File: src/tdma_cfg.svh
// register offsets, field positions and reset values of the two-channel dma
//
// Contract
// - two independent channels, mem/io in any direction
// - start by software or active-low external request
// - per-side increment/decrement, byte/half/word units
// - direct transfer done: idle until reprogrammed
// - single mode: one unit, or four with burst
// - block mode: one request moves all, to zero; io mode under descriptor control needs one per burst
// - demand mode: move while external request held
// - descriptor fetch needs run set, direct-mode clear
// - software start needs softreq and enable bits
// - softreq clear, mode 01/10: externally paced io
// - writing 0x04 resets pointer, disables descriptors
// - pointer write fetches four descriptor words at once
// - words load next, source, destination, control, count
// - command top fourteen bits load count, rest control
// - descriptor control supplies enable and mode fields
// - completion shown as status and interrupt request
// - stopped channel restarts by software reprogramming
// - sequential list: next descriptor at current+16
// - pointer bit0 resets channel, pointer reads 0x05
// - error in descriptor work clears run, stops
// - request bus, await grant, release per burst
`ifndef TDMA_CFG_SVH
`define TDMA_CFG_SVH
// word indexes within a channel window, channel 1 at +0x20, status at byte 0xa0
`define TDMA_OFF_CTL 3'h0
`define TDMA_OFF_SRCB 3'h1
`define TDMA_OFF_DSTB 3'h2
`define TDMA_OFF_TCNT 3'h3
`define TDMA_OFF_CSRC 3'h4
`define TDMA_OFF_CDST 3'h5
`define TDMA_OFF_CTCNT 3'h6
`define TDMA_OFF_DADR 3'h7
`define TDMA_OFF_STAT 8'ha0
// pointer register fields and values
`define TDMA_DADR_RST_VAL 32'h0000_0004
`define TDMA_DADR_CHRST_VAL 32'h0000_0005
`define TDMA_DADR_BIT_CHRST 0
`define TDMA_DADR_BIT_RUN 3
`define TDMA_DADR_BIT_NONDESC 2
`define TDMA_DESC_STRIDE 28'h000_0001
// command word split: count field on top
`define TDMA_CMD_CNT_LSB 18
`define TDMA_CNT_W 24
`define TDMA_BURST_LEN 3'h4
// status register fields
`define TDMA_STAT_DONE_LSB 0
`define TDMA_STAT_ERR_LSB 4
`define TDMA_STAT_BUSY_LSB 8
`endif

File: src/tdma_pkg.sv
// types shared by the two-channel dma
package tdma_pkg;
  // channel control layout
  typedef struct packed {
    logic [13:0] rsv_hi;
    logic block;
    logic softreq;
    logic demand;
    logic rsv14;
    logic [1:0] width;
    logic rsv11;
    logic ie;
    logic [3:0] rsv_mid;
    logic src_dec;
    logic dst_dec;
    logic [1:0] mode;
    logic burst;
    logic en;
  } tdma_ctl_t;
  // descriptor pointer layout
  typedef struct packed {
    logic [27:0] addr;
    logic run;
    logic nondesc;
    logic seq;
    logic chrst;
  } tdma_dadr_t;
  // memory request toward the system bus
  typedef struct packed {
    logic valid;
    logic write;
    logic [1:0] size;
    logic [31:0] addr;
    logic [31:0] wdata;
  } tdma_mem_req_t;
  typedef enum logic [2:0] {
    TDMA_IDLE,
    TDMA_REQ,
    TDMA_DFETCH,
    TDMA_RD,
    TDMA_WR,
    TDMA_REL
  } tdma_state_t;
endpackage

File: src/tdma_top.sv
// two-channel dma engine: apb registers, descriptor fetch and data mover
`include "tdma_cfg.svh"
module tdma_top
  import tdma_pkg::*;
(
  input wire logic clk_i,
  input wire logic resetn_i,
  input wire logic psel_i,
  input wire logic penable_i,
  input wire logic pwrite_i,
  input wire logic [11:0] paddr_i,
  input wire logic [31:0] pwdata_i,
  output logic [31:0] prdata_o,
  output logic pready_o,
  output logic pslverr_o,
  input wire logic [1:0] ext_dma_request_n_i,
  output logic bus_req_o,
  input wire logic bus_gnt_i,
  output tdma_mem_req_t mem_req_o,
  input wire logic mem_ready_i,
  input wire logic mem_err_i,
  input wire logic [31:0] mem_rdata_i,
  output logic irq_o
);

  ////////////////////////////////////////////////////////////////////////////
  // state
  tdma_ctl_t ctl [2];
  logic [31:0] srcb [2];
  logic [31:0] dstb [2];
  logic [`TDMA_CNT_W-1:0] tcnt [2];
  logic [31:0] csrc [2];
  logic [31:0] cdst [2];
  logic [`TDMA_CNT_W-1:0] ctcnt [2];
  tdma_dadr_t dadr [2];
  logic [31:0] nxt_desc [2];
  logic [1:0] active;
  logic [1:0] desc_pend;
  logic [1:0] desc_mode;
  logic [1:0] block_run;
  logic [1:0] ext_pend;
  logic [1:0] ext_prev;
  logic [1:0] done;
  logic [1:0] err;
  tdma_state_t state;
  logic sel;
  logic [2:0] beat;
  logic [31:0] data_q;
  logic [31:0] dword [3];

  ////////////////////////////////////////////////////////////////////////////
  // apb decode
  logic apb_wr;
  logic ch_hit;
  logic stat_hit;
  logic wch;
  logic [2:0] widx;
  assign apb_wr = psel_i & penable_i & pready_o & pwrite_i;
  assign ch_hit = (paddr_i[11:6] == 6'h00);
  assign stat_hit = (paddr_i[11:8] == 4'h0) && (paddr_i[7:0] == `TDMA_OFF_STAT);
  assign wch = paddr_i[5];
  assign widx = paddr_i[4:2];

  ////////////////////////////////////////////////////////////////////////////
  // engine strobes and per-channel request terms
  logic [1:0] ext_lvl;
  logic [1:0] io_mode;
  logic [1:0] go;
  logic [1:0] want;
  logic burst_start;
  logic unit_done;
  logic fetch_done;
  logic err_evt;
  logic last_unit;
  logic [2:0] beats;
  logic [31:0] step;
  tdma_ctl_t cmd_ctl;

  // external request is active low, taken as synchronous
  assign ext_lvl = ~ext_dma_request_n_i;

  always_comb
  begin
    for (int c = 0; c < 2; c++)
    begin
      io_mode[c] = (ctl[c].mode == 2'b01) || (ctl[c].mode == 2'b10);
      go[c] = active[c] & ctl[c].en & (ctcnt[c] != '0)
              & (ctl[c].softreq | block_run[c]
                 | (io_mode[c] & (ctl[c].demand ? ext_lvl[c] : ext_pend[c])));
      want[c] = desc_pend[c] | go[c];
    end
  end

  assign burst_start = (state == TDMA_REQ) && bus_gnt_i && !desc_pend[sel];
  assign unit_done = (state == TDMA_WR) && mem_ready_i && !mem_err_i;
  assign fetch_done = (state == TDMA_DFETCH) && mem_ready_i && !mem_err_i && (beat == 3'h3);
  assign err_evt = (state == TDMA_DFETCH || state == TDMA_RD || state == TDMA_WR)
                   && mem_ready_i && mem_err_i;
  assign last_unit = (ctcnt[sel] == `TDMA_CNT_W'(1));
  assign cmd_ctl = tdma_ctl_t'({14'h0000, mem_rdata_i[`TDMA_CMD_CNT_LSB-1:0]});
  // burst of four, cut short by what is left of the count
  assign beats = !ctl[sel].burst ? 3'h1
                 : (ctcnt[sel] > `TDMA_CNT_W'(4)) ? `TDMA_BURST_LEN : ctcnt[sel][2:0];
  assign step = 32'h1 << ctl[sel].width;

  ////////////////////////////////////////////////////////////////////////////
  // programming registers, loaded by software and by descriptor fetch
  always_ff @(posedge clk_i or negedge resetn_i)
  begin
    if (!resetn_i)
    begin
      for (int c = 0; c < 2; c++)
      begin
        ctl[c] <= '0;
        srcb[c] <= '0;
        dstb[c] <= '0;
        tcnt[c] <= '0;
        dadr[c] <= tdma_dadr_t'(`TDMA_DADR_RST_VAL);
        nxt_desc[c] <= '0;
      end
    end
    else
    begin
      if (apb_wr && ch_hit)
      begin
        case (widx)
          `TDMA_OFF_CTL: ctl[wch] <= tdma_ctl_t'(pwdata_i);
          `TDMA_OFF_SRCB: srcb[wch] <= pwdata_i;
          `TDMA_OFF_DSTB: dstb[wch] <= pwdata_i;
          `TDMA_OFF_TCNT: tcnt[wch] <= pwdata_i[`TDMA_CNT_W-1:0];
          `TDMA_OFF_DADR:
          begin
            if (pwdata_i[`TDMA_DADR_BIT_CHRST])
              dadr[wch] <= tdma_dadr_t'(`TDMA_DADR_CHRST_VAL);
            else
              dadr[wch] <= tdma_dadr_t'(pwdata_i);
          end
          default: ;
        endcase
      end
      // descriptor words land where software would have put them
      if (fetch_done)
      begin
        nxt_desc[sel] <= dword[0];
        srcb[sel] <= dword[1];
        dstb[sel] <= dword[2];
        ctl[sel] <= cmd_ctl;
        tcnt[sel] <= `TDMA_CNT_W'(mem_rdata_i[31:`TDMA_CMD_CNT_LSB]);
      end
      // end of one descriptor: advance the pointer
      if (unit_done && last_unit && desc_mode[sel])
      begin
        if (dadr[sel].seq)
          dadr[sel].addr <= dadr[sel].addr + `TDMA_DESC_STRIDE;
        else
          dadr[sel] <= tdma_dadr_t'(nxt_desc[sel]);
      end
      // a failed fetch is descriptor work too
      if (err_evt && (desc_mode[sel] || desc_pend[sel]))
        dadr[sel].run <= 1'b0;
    end
  end

  ////////////////////////////////////////////////////////////////////////////
  // working address and count registers
  always_ff @(posedge clk_i or negedge resetn_i)
  begin
    if (!resetn_i)
    begin
      for (int c = 0; c < 2; c++)
      begin
        csrc[c] <= '0;
        cdst[c] <= '0;
        ctcnt[c] <= '0;
      end
    end
    else
    begin
      // a direct start copies the bases and count into the working set
      if (apb_wr && ch_hit && widx == `TDMA_OFF_CTL)
      begin
        csrc[wch] <= srcb[wch];
        cdst[wch] <= dstb[wch];
        ctcnt[wch] <= tcnt[wch];
      end
      if (fetch_done)
      begin
        csrc[sel] <= dword[1];
        cdst[sel] <= dword[2];
        ctcnt[sel] <= `TDMA_CNT_W'(mem_rdata_i[31:`TDMA_CMD_CNT_LSB]);
      end
      if (unit_done)
      begin
        csrc[sel] <= ctl[sel].src_dec ? csrc[sel] - step : csrc[sel] + step;
        cdst[sel] <= ctl[sel].dst_dec ? cdst[sel] - step : cdst[sel] + step;
        ctcnt[sel] <= ctcnt[sel] - `TDMA_CNT_W'(1);
      end
    end
  end

  ////////////////////////////////////////////////////////////////////////////
  // channel run state
  always_ff @(posedge clk_i or negedge resetn_i)
  begin
    if (!resetn_i)
    begin
      active <= '0;
      desc_pend <= '0;
      desc_mode <= '0;
      block_run <= '0;
    end
    else
    begin
      if (apb_wr && ch_hit && widx == `TDMA_OFF_CTL)
      begin
        active[wch] <= pwdata_i[0];
        desc_mode[wch] <= 1'b0;
        block_run[wch] <= 1'b0;
      end
      if (apb_wr && ch_hit && widx == `TDMA_OFF_DADR)
      begin
        // run set and direct-mode clear arms an immediate fetch
        desc_pend[wch] <= !pwdata_i[`TDMA_DADR_BIT_CHRST]
                          && pwdata_i[`TDMA_DADR_BIT_RUN]
                          && !pwdata_i[`TDMA_DADR_BIT_NONDESC];
        if (pwdata_i[`TDMA_DADR_BIT_CHRST] || pwdata_i[`TDMA_DADR_BIT_NONDESC])
        begin
          active[wch] <= 1'b0;
          desc_mode[wch] <= 1'b0;
        end
      end
      if (fetch_done)
      begin
        desc_pend[sel] <= 1'b0;
        desc_mode[sel] <= 1'b1;
        active[sel] <= 1'b1;
        block_run[sel] <= 1'b0;
      end
      // one request latches a block run through to zero, except io mode under descriptor control
      if (burst_start && ctl[sel].block && !(desc_mode[sel] && io_mode[sel]))
        block_run[sel] <= 1'b1;
      if (unit_done && last_unit)
      begin
        block_run[sel] <= 1'b0;
        if (desc_mode[sel])
        begin
          // follow the list while the next pointer keeps run set
          if (dadr[sel].seq)
            desc_pend[sel] <= dadr[sel].run && !dadr[sel].nondesc;
          else
            desc_pend[sel] <= nxt_desc[sel][`TDMA_DADR_BIT_RUN]
                              && !nxt_desc[sel][`TDMA_DADR_BIT_NONDESC];
          active[sel] <= 1'b0;
        end
        else
          active[sel] <= 1'b0;
      end
      if (err_evt)
      begin
        active[sel] <= 1'b0;
        desc_pend[sel] <= 1'b0;
        block_run[sel] <= 1'b0;
      end
    end
  end

  ////////////////////////////////////////////////////////////////////////////
  // single-mode external requests: one falling edge, one burst
  always_ff @(posedge clk_i or negedge resetn_i)
  begin
    if (!resetn_i)
    begin
      ext_prev <= '0;
      ext_pend <= '0;
    end
    else
    begin
      ext_prev <= ext_lvl;
      for (int c = 0; c < 2; c++)
      begin
        if (ext_lvl[c] && !ext_prev[c])
          ext_pend[c] <= 1'b1;
        else if (burst_start && sel == c[0])
          ext_pend[c] <= 1'b0;
      end
    end
  end

  ////////////////////////////////////////////////////////////////////////////
  // completion and error flags, write one to clear, a new event wins
  always_ff @(posedge clk_i or negedge resetn_i)
  begin
    if (!resetn_i)
    begin
      done <= '0;
      err <= '0;
      irq_o <= 1'b0;
    end
    else
    begin
      for (int c = 0; c < 2; c++)
      begin
        logic clr_d;
        logic clr_e;
        logic set_d;
        clr_d = apb_wr && stat_hit && pwdata_i[`TDMA_STAT_DONE_LSB + c];
        clr_e = apb_wr && stat_hit && pwdata_i[`TDMA_STAT_ERR_LSB + c];
        set_d = unit_done && last_unit && sel == c[0]
                && !(desc_mode[c] && (dadr[c].seq ? (dadr[c].run && !dadr[c].nondesc)
                     : (nxt_desc[c][`TDMA_DADR_BIT_RUN] && !nxt_desc[c][`TDMA_DADR_BIT_NONDESC])));
        if (apb_wr && ch_hit && widx == `TDMA_OFF_DADR && wch == c[0]
            && pwdata_i[`TDMA_DADR_BIT_CHRST])
        begin
          done[c] <= 1'b0;
          err[c] <= 1'b0;
        end
        else
        begin
          done[c] <= set_d | (done[c] & !clr_d);
          err[c] <= (err_evt && sel == c[0]) | (err[c] & !clr_e);
        end
      end
      irq_o <= |(done & {ctl[1].ie, ctl[0].ie});
    end
  end

  ////////////////////////////////////////////////////////////////////////////
  // bus master sequencer, one burst per grant
  always_ff @(posedge clk_i or negedge resetn_i)
  begin
    if (!resetn_i)
    begin
      state <= TDMA_IDLE;
      sel <= 1'b0;
      beat <= '0;
      data_q <= '0;
      bus_req_o <= 1'b0;
      mem_req_o <= '0;
      for (int i = 0; i < 3; i++)
        dword[i] <= '0;
    end
    else
    begin
      case (state)
        TDMA_IDLE:
        begin
          if (|want)
          begin
            sel <= !want[0];
            bus_req_o <= 1'b1;
            state <= TDMA_REQ;
          end
        end
        TDMA_REQ:
        begin
          if (bus_gnt_i)
          begin
            mem_req_o.valid <= 1'b1;
            mem_req_o.write <= 1'b0;
            if (desc_pend[sel])
            begin
              mem_req_o.size <= 2'b10;
              mem_req_o.addr <= {dadr[sel].addr, 4'h0};
              beat <= '0;
              state <= TDMA_DFETCH;
            end
            else
            begin
              mem_req_o.size <= ctl[sel].width;
              mem_req_o.addr <= csrc[sel];
              beat <= beats;
              state <= TDMA_RD;
            end
          end
        end
        TDMA_DFETCH:
        begin
          if (mem_ready_i)
          begin
            if (mem_err_i || beat == 3'h3)
            begin
              mem_req_o.valid <= 1'b0;
              state <= TDMA_REL;
            end
            else
            begin
              dword[beat[1:0]] <= mem_rdata_i;
              mem_req_o.addr <= mem_req_o.addr + 32'h4;
              beat <= beat + 3'h1;
            end
          end
        end
        TDMA_RD:
        begin
          if (mem_ready_i)
          begin
            if (mem_err_i)
            begin
              mem_req_o.valid <= 1'b0;
              state <= TDMA_REL;
            end
            else
            begin
              // data passes unchanged; lane placement is the memory's
              data_q <= mem_rdata_i;
              mem_req_o.write <= 1'b1;
              mem_req_o.addr <= cdst[sel];
              mem_req_o.wdata <= mem_rdata_i;
              state <= TDMA_WR;
            end
          end
        end
        TDMA_WR:
        begin
          if (mem_ready_i)
          begin
            if (mem_err_i || last_unit || beat == 3'h1)
            begin
              mem_req_o.valid <= 1'b0;
              state <= TDMA_REL;
            end
            else
            begin
              mem_req_o.write <= 1'b0;
              mem_req_o.addr <= ctl[sel].src_dec ? csrc[sel] - step : csrc[sel] + step;
              beat <= beat - 3'h1;
              state <= TDMA_RD;
            end
          end
        end
        TDMA_REL:
        begin
          bus_req_o <= 1'b0;
          state <= TDMA_IDLE;
        end
        default: state <= TDMA_IDLE;
      endcase
    end
  end

  ////////////////////////////////////////////////////////////////////////////
  // apb slave: one wait state, read data and error registered
  always_ff @(posedge clk_i or negedge resetn_i)
  begin
    if (!resetn_i)
    begin
      pready_o <= 1'b0;
      prdata_o <= '0;
      pslverr_o <= 1'b0;
    end
    else
    begin
      pready_o <= psel_i && penable_i && !pready_o;
      pslverr_o <= psel_i && penable_i && !pready_o && !ch_hit && !stat_hit;
      prdata_o <= '0;
      if (psel_i && penable_i && !pready_o && !pwrite_i)
      begin
        if (stat_hit)
          prdata_o <= {22'h0, active, 2'h0, err, 2'h0, done};
        else if (ch_hit)
        begin
          case (widx)
            `TDMA_OFF_CTL: prdata_o <= ctl[wch];
            `TDMA_OFF_SRCB: prdata_o <= srcb[wch];
            `TDMA_OFF_DSTB: prdata_o <= dstb[wch];
            `TDMA_OFF_TCNT: prdata_o <= 32'(tcnt[wch]);
            `TDMA_OFF_CSRC: prdata_o <= csrc[wch];
            `TDMA_OFF_CDST: prdata_o <= cdst[wch];
            `TDMA_OFF_CTCNT: prdata_o <= 32'(ctcnt[wch]);
            default: prdata_o <= dadr[wch];
          endcase
        end
      end
    end
  end

endmodule

File: config.mk
export PLATFORM = sky130hd
export DESIGN_NAME = tdma_top
export DESIGN_NICKNAME = d
export VERILOG_FILES = /design/src/tdma_pkg.sv /design/src/tdma_top.sv
export VERILOG_INCLUDE_DIRS = /design/src
export SDC_FILE = /design/constraint.sdc
export NUM_CORES = 2
export LEC_CHECK = 0
export BUFFER_PORTS_ARGS = -buffer_cell sky130_fd_sc_hd__clkbuf_2
export CAP_MARGIN = 0
export CORE_MARGIN = 2
export CORE_UTILIZATION = 31
export DETAILED_ROUTE_END_ITERATION = 10
export PLACE_DENSITY = 0.58
export SLEW_MARGIN = 20
export SYNTH_ARGS = -nofsm -noshare
export SYNTH_HDL_FRONTEND = slang
export SYNTH_SLANG_ARGS = --single-unit
File: constraint.sdc
create_clock -name clk_i -period 7.2 [get_ports clk_i]
set_clock_uncertainty 0.1 [all_clocks]
set_input_delay 0.36 -clock clk_i [delete_from_list [all_inputs] [get_ports clk_i]]
set_output_delay 0.36 -clock clk_i [all_outputs]
set_load 0.01 [all_outputs]
# After elaboration in Yosys (flattened, before gate mapping)
# Index checks and enable logic that the tools add are counted.
# classes
muxes	199
reduce_logical	115
n_eq_ne	31
bitwise	53
order_cmp	11
n_shift	1
add_sub_neg	9
# op_table
cell	count
$mux W64	23
$mux W32	43
$bwmux W64	17
$mux W48	6
$mux W24	11
$bwmux W48	5
$pmux W32 S7	1
$demux W32 S1	4
$pmux W32 S4	1
$bwmux W96	1
$add A32 B32 Y32	2
$demux W32 S2	1
$sub A32 B32 Y32	2
$and A60 B60 Y60	1
$not A60 Y60	1
$logic_and A1 B1 Y1	58
$mux W18	3
$demux W24 S1	2
$reduce_bool A24 Y1	2
$mux W2	23
$mux W3	15
$mux W36	1
$mux W34	1
$add A32 B3 Y32 const B	1
other kinds (52)	194
# word_totals
register_bits	767
in_bits	86
elab_cells	496
out_inout_bits	104

# Depth between registers and ports, before layout
# logic_depth
depth_word	15
depth_mapped	21
ltp_nobuf	14

# Worst setup path before layout
# OpenSTA, ideal clock, no wires.
# synth_path
path_type	reg-to-reg
startpoint	register sel
endpoint	register csrc[61] (netlist bit)
slack_ns	2.060
synth_period_minus_slack_ns	5.140
t_required_ns	6.958
arrival_time_ns	4.898
path_buffers	6
setup_ns	0.142
path_stages_with_launch	19
path_cell_list	dfrtp_1 buf_6 buf_4 buf_2 buf_2 buf_1 buf_1 mux2i_1 o21ai_0 ha_1 nor2b_1 o21ai_0 o221ai_1 a41oi_1 o221ai_1 a2111oi_0 nor3_1 xnor2_1 o221ai_1
# synth_via
elab_chain_cells	9
word_cells_on_any_way	20
classes_between	add/sub (2); order compare (2); shift (1); mux (13); bitwise (1); reduce/logical (1)
# synth_lines
element	line_no	source
from (decl)	tdma_top.sv:46	logic sel;
from (signal assigned)	tdma_top.sv:349	sel <= !want[0];
$not A1 Y2 (*)	tdma_top.sv:104, tdma_top.sv:188, tdma_top.sv:194	
$mux W18 (implied by the code) (tied with other cells)	tdma_top.sv:194	csrc[sel] <= ctl[sel].src_dec ? csrc[sel] - step : csrc[sel] + step;
$mux W18 (implied by the code) or $logic_and A1 B1 Y1 (tied branches)	tdma_top.sv:104, tdma_top.sv:188, tdma_top.sv:194	
$mux W18 (implied by the code) or $mux W32 (tied branches)	tdma_top.sv:104, tdma_top.sv:188, tdma_top.sv:194	
$shl A1 B2 Y32 or $demux W32 S1 (tied branches)	tdma_top.sv:104, tdma_top.sv:188, tdma_top.sv:194	
$add A32 B32 Y32 (tied with other cells)	tdma_top.sv:194	
$mux W32 or $mux W64 (tied branches)	tdma_top.sv:194, tdma_top.sv:186	
$bwmux W64	tdma_top.sv:194	
$mux W64 (*)	tdma_top.sv:192	if (unit_done)
to (signal, indexed assignment)	tdma_top.sv:182	csrc[wch] <= srcb[wch];
to (signal, indexed assignment)	tdma_top.sv:188	csrc[sel] <= dword[1];
to (signal, indexed assignment)	tdma_top.sv:194	
to (decl)	tdma_top.sv:32	logic [31:0] csrc [2];
# Every way passes the cells marked *; elsewhere a longest branch is shown, timed or not. The select of a mux whose other input is x is not followed.
# A chain may end at the register's enable or synchronous reset.

# Worst setup path after layout
# Same ends and word-level chain as after synthesis.

==> results.toml <==
[setup_path]
cp-end-kind = "flip-flop"
crit_chain = "buf_4 -> mux2i_1 -> nor2_1 -> nor2_1 -> ha_1 -> a21o_1 -> a21oi_1 -> o221ai_1 -> a41oi_1 -> o221ai_1 -> a2111oi_0 -> nor3_1 -> xnor2_1 -> o221ai_1"
worstPathMaxFanout = 55
crit_type = "flip-flop to flip-flop"
crit_path_top_delay_cell = "dfrtp_4"
critPathRequiredTime_ns = 7.61
cpMostUsedCell = "o221ai_1"
cp.arrival_ns = 5.81
cpPeakStageDelay_ns = 0.72
start_kind = "flip-flop"

[logic_synthesis]
synth_top_area_cell = "dfrtp_1"
ys_seq_area_share_pct = 43.0
synthArstFlopShare_pct = 100
ys_ff_latch = 767
synthCells = 4826
synth_warnings = 0
ys_top_cells_by_count = "nand2_1 (876), dfrtp_1 (765), mux2i_1 (544), a21oi_1 (317), nor2_1 (294)"
synth_most_common_cell = "nand2_1"
synth_edf_count = 0
yosysTopAreaCellShare_pct = 42.9
syn_nets = 4987
synth_cell_type_count = 86
synth_flop_cell = "dfrtp_1"
synth.area.top_cells = "dfrtp_1 (43%), mux2i_1 (12%), nand2_1 (7.4%)"
synth_area_um2 = 44600
syn_avg_cell_area_um2 = 9.25

[cells_and_area]
multiInputGateArea_um2 = 24000
finish.utilization_pct = 35.3
area_growth_pct = 13.3
nFillCells = 14800
drive_gt1_share_pct = 13.1
ff_latch_area_um2 = 19200
final_nets = 5026
fin_area_um2 = 50600

[drt]
drcViolationCount = 0
first_iter_violations = 4829
vias_per_cell = 5.89
wl_per_cell_um = 28.0
first_pass_iters = 6
num_vias = 40200
ant_nets = 0
routed_wl_um = 191000

[floorplan]
rows = 139
coreArea_um2 = 143000
dieWidth_um = 383
die_y_um = 383
start_util_pct = 31.1
num_io_pins = 190
die_area_um2 = 147000

[power_and_ir_drop]
intPower_w = 0.00960
p_seq_share_pct = 36.9
power.share.switching_pct = 39.4
ir_drop_mv = 0.208
pwr-share-comb_pct = 35.2
leakage_nw = 22.6
power_density_nw_per_um2 = 313
switchingPower_w = 0.00625
power_frac_clock_pct = 27.9

[sta]
setup_viol = 0
max_slew_margin_pct = 24.7
period_minus_slack_ns = 5.40
drv_slew = 0
holdWs_ns = 0.0269
timing.setup.tns_ns = 0
rsz0062_at_grt = "no"
setup_slack_ns = 1.80
max_freq_mhz = 185
finalCritPeriodShare_pct = 75.0
tightest_slew_ns = 1.10
final_hold_viol_count = 0

[clocking]
clockRootBuffer = "clkbuf_16"
htreeDepth = 3
cts_setup_buffers = 0
clk_pin_slew_ns = 0.06
cts_tree = "done"
cts_sinks = 767
numCtsBuffers = 84
insertion_delay_ns = 0.69
clockBufferDepth = 3

[grt]
grtUsageTotal_pct = 25.3
grt_remaining_overflow = 0
antenna_found_initial = 18
grt_pass1_vias = 38100
grt_first_pass_wirelength_um = 276000
grt_max_degree = 167

[placed_design]
io_buffers = 189
dp_hpwl_um = 131000
post_dp_cell_area_um2 = 47500
dp_slack_ns = 1.95
gp_congestion = 0.956

[hold_path]
min_path_type = "primary input to flip-flop"

[flow_run]
max_cap_violations = 0

[outcome]
status = "finished, final reports clean"
logic make-up after synthesis:
group           after synthesis  synth area share, %
mux                         728                 16.8
buf+inv                     412                 3.66
compound gates             1229                 17.7
simple gates               1492                 14.3
flops                       767                 43.0
fa+ha+maj                    75                 2.14
xor+xnor                    123                 2.41
placed cells by master, fill, tap and decap left out, types with 103 or more instances in the layout:
master	n
dfrtp_1	764
o22ai_1	107
nand2_1	868
nor2_1	286
mux2i_1	542
o221ai_1	103
o21ai_0	267
mux2_2	183
clkbuf_2	187
a21oi_1	316
power by group through the flow:
| stage | Clock (W) | Sequential, W | Combinational (W) |
|---|---|---|---|
| final | 0.00442 | 0.00586 | 0.00557 |
| after global routing | 0.00463 | 0.00595 | 0.00598 |
| after CTS | 0.00447 | 0.00583 | 0.00544 |
| after detailed placement | 0 | 0.00589 | 0.00540 |
| after global placement | 0 | 0.00587 | 0.00536 |
| after floorplan | 0 | 0.00570 | 0.00347 |
per-layer routing:
layer	wire (µm)	share of wire (%)	up-vias	global-route usage, %
li1	-	-	17500	-
met1	81700	43	19900	35.7
met2	78900	41	2350	36.4
met3	22300	12	392	7.16
met4	8020	4.2	10	10.2
met5	58	0.030	-	0
worst paths after layout:
kind,to,cells past startpoint,slack (ns),from
setup / recovery,csrc[61]$_DFF_PN0_,14,1.80,sel$_DFFE_PN0P_
hold / removal,mem_req_o[5]$_DFFE_PN0P_,3,0.03,mem_rdata_i[5]
setup reg to reg,csrc[61]$_DFF_PN0_,14,1.80,sel$_DFFE_PN0P_
hold reg to reg,ext_pend[1]$_DFFE_PN0P_,1,0.33,ext_prev[1]$_DFF_PN0_
max in group asynchronous,nxt_desc[56]$_DFFE_PN0P_,3,5.11,resetn_i
min in group asynchronous,srcb[40]$_DFF_PN0_,2,0.26,resetn_i
area by class of cell:
cell class | count | share of cell area [%]
Multi-Input combinational cell | 3647 | 47.4
Clock inverter | 24 | 0.569
Sequential cell | 767 | 38.0
Clock buffer | 123 | 4.75
Timing Repair Buffer | 320 | 4.24
Antenna cell | 4 | 0.0198
Tap cell | 1903 | 4.71
Inverter | 45 | 0.334
critical path: cells and delay by family, from the launching register on:
kind                       cells  cell delay (ns)
and+or+nand+nor                3             0.41
muxes                          1             0.36
xor gates and xnor gates       1             0.29
buffers and inverters          1             0.70
AOI/OAI and AO/OA              7             2.30
DFF                            1             0.72
adders and majority gates      1             0.32
flip-flops by register name (all words and copies together), names as in the netlist, 32 cells and up:
name,cells
dstb,64
prdata_o,32
csrc,64
srcb,64
ctcnt,48
tcnt,48
dword,96
ctl,64
cdst,64
dadr,64
nxt_desc,64
mem_req_o,68
through the flow:
step                power, W  std cells
detailed placement    0.0113       6649
global route          0.0166       6830
finish                0.0159       6833
global placement      0.0112       6649
floorplan            0.00917       4826
CTS                   0.0157       6829
what timing repair did:
action	4_1_cts	5_1_grt
hold endpoints to repair	151	0
gates resized for setup	0	0
hold buffers	33	0
setup endpoints to repair	0	0
Note: power is estimated with default switching activity, not from simulation.
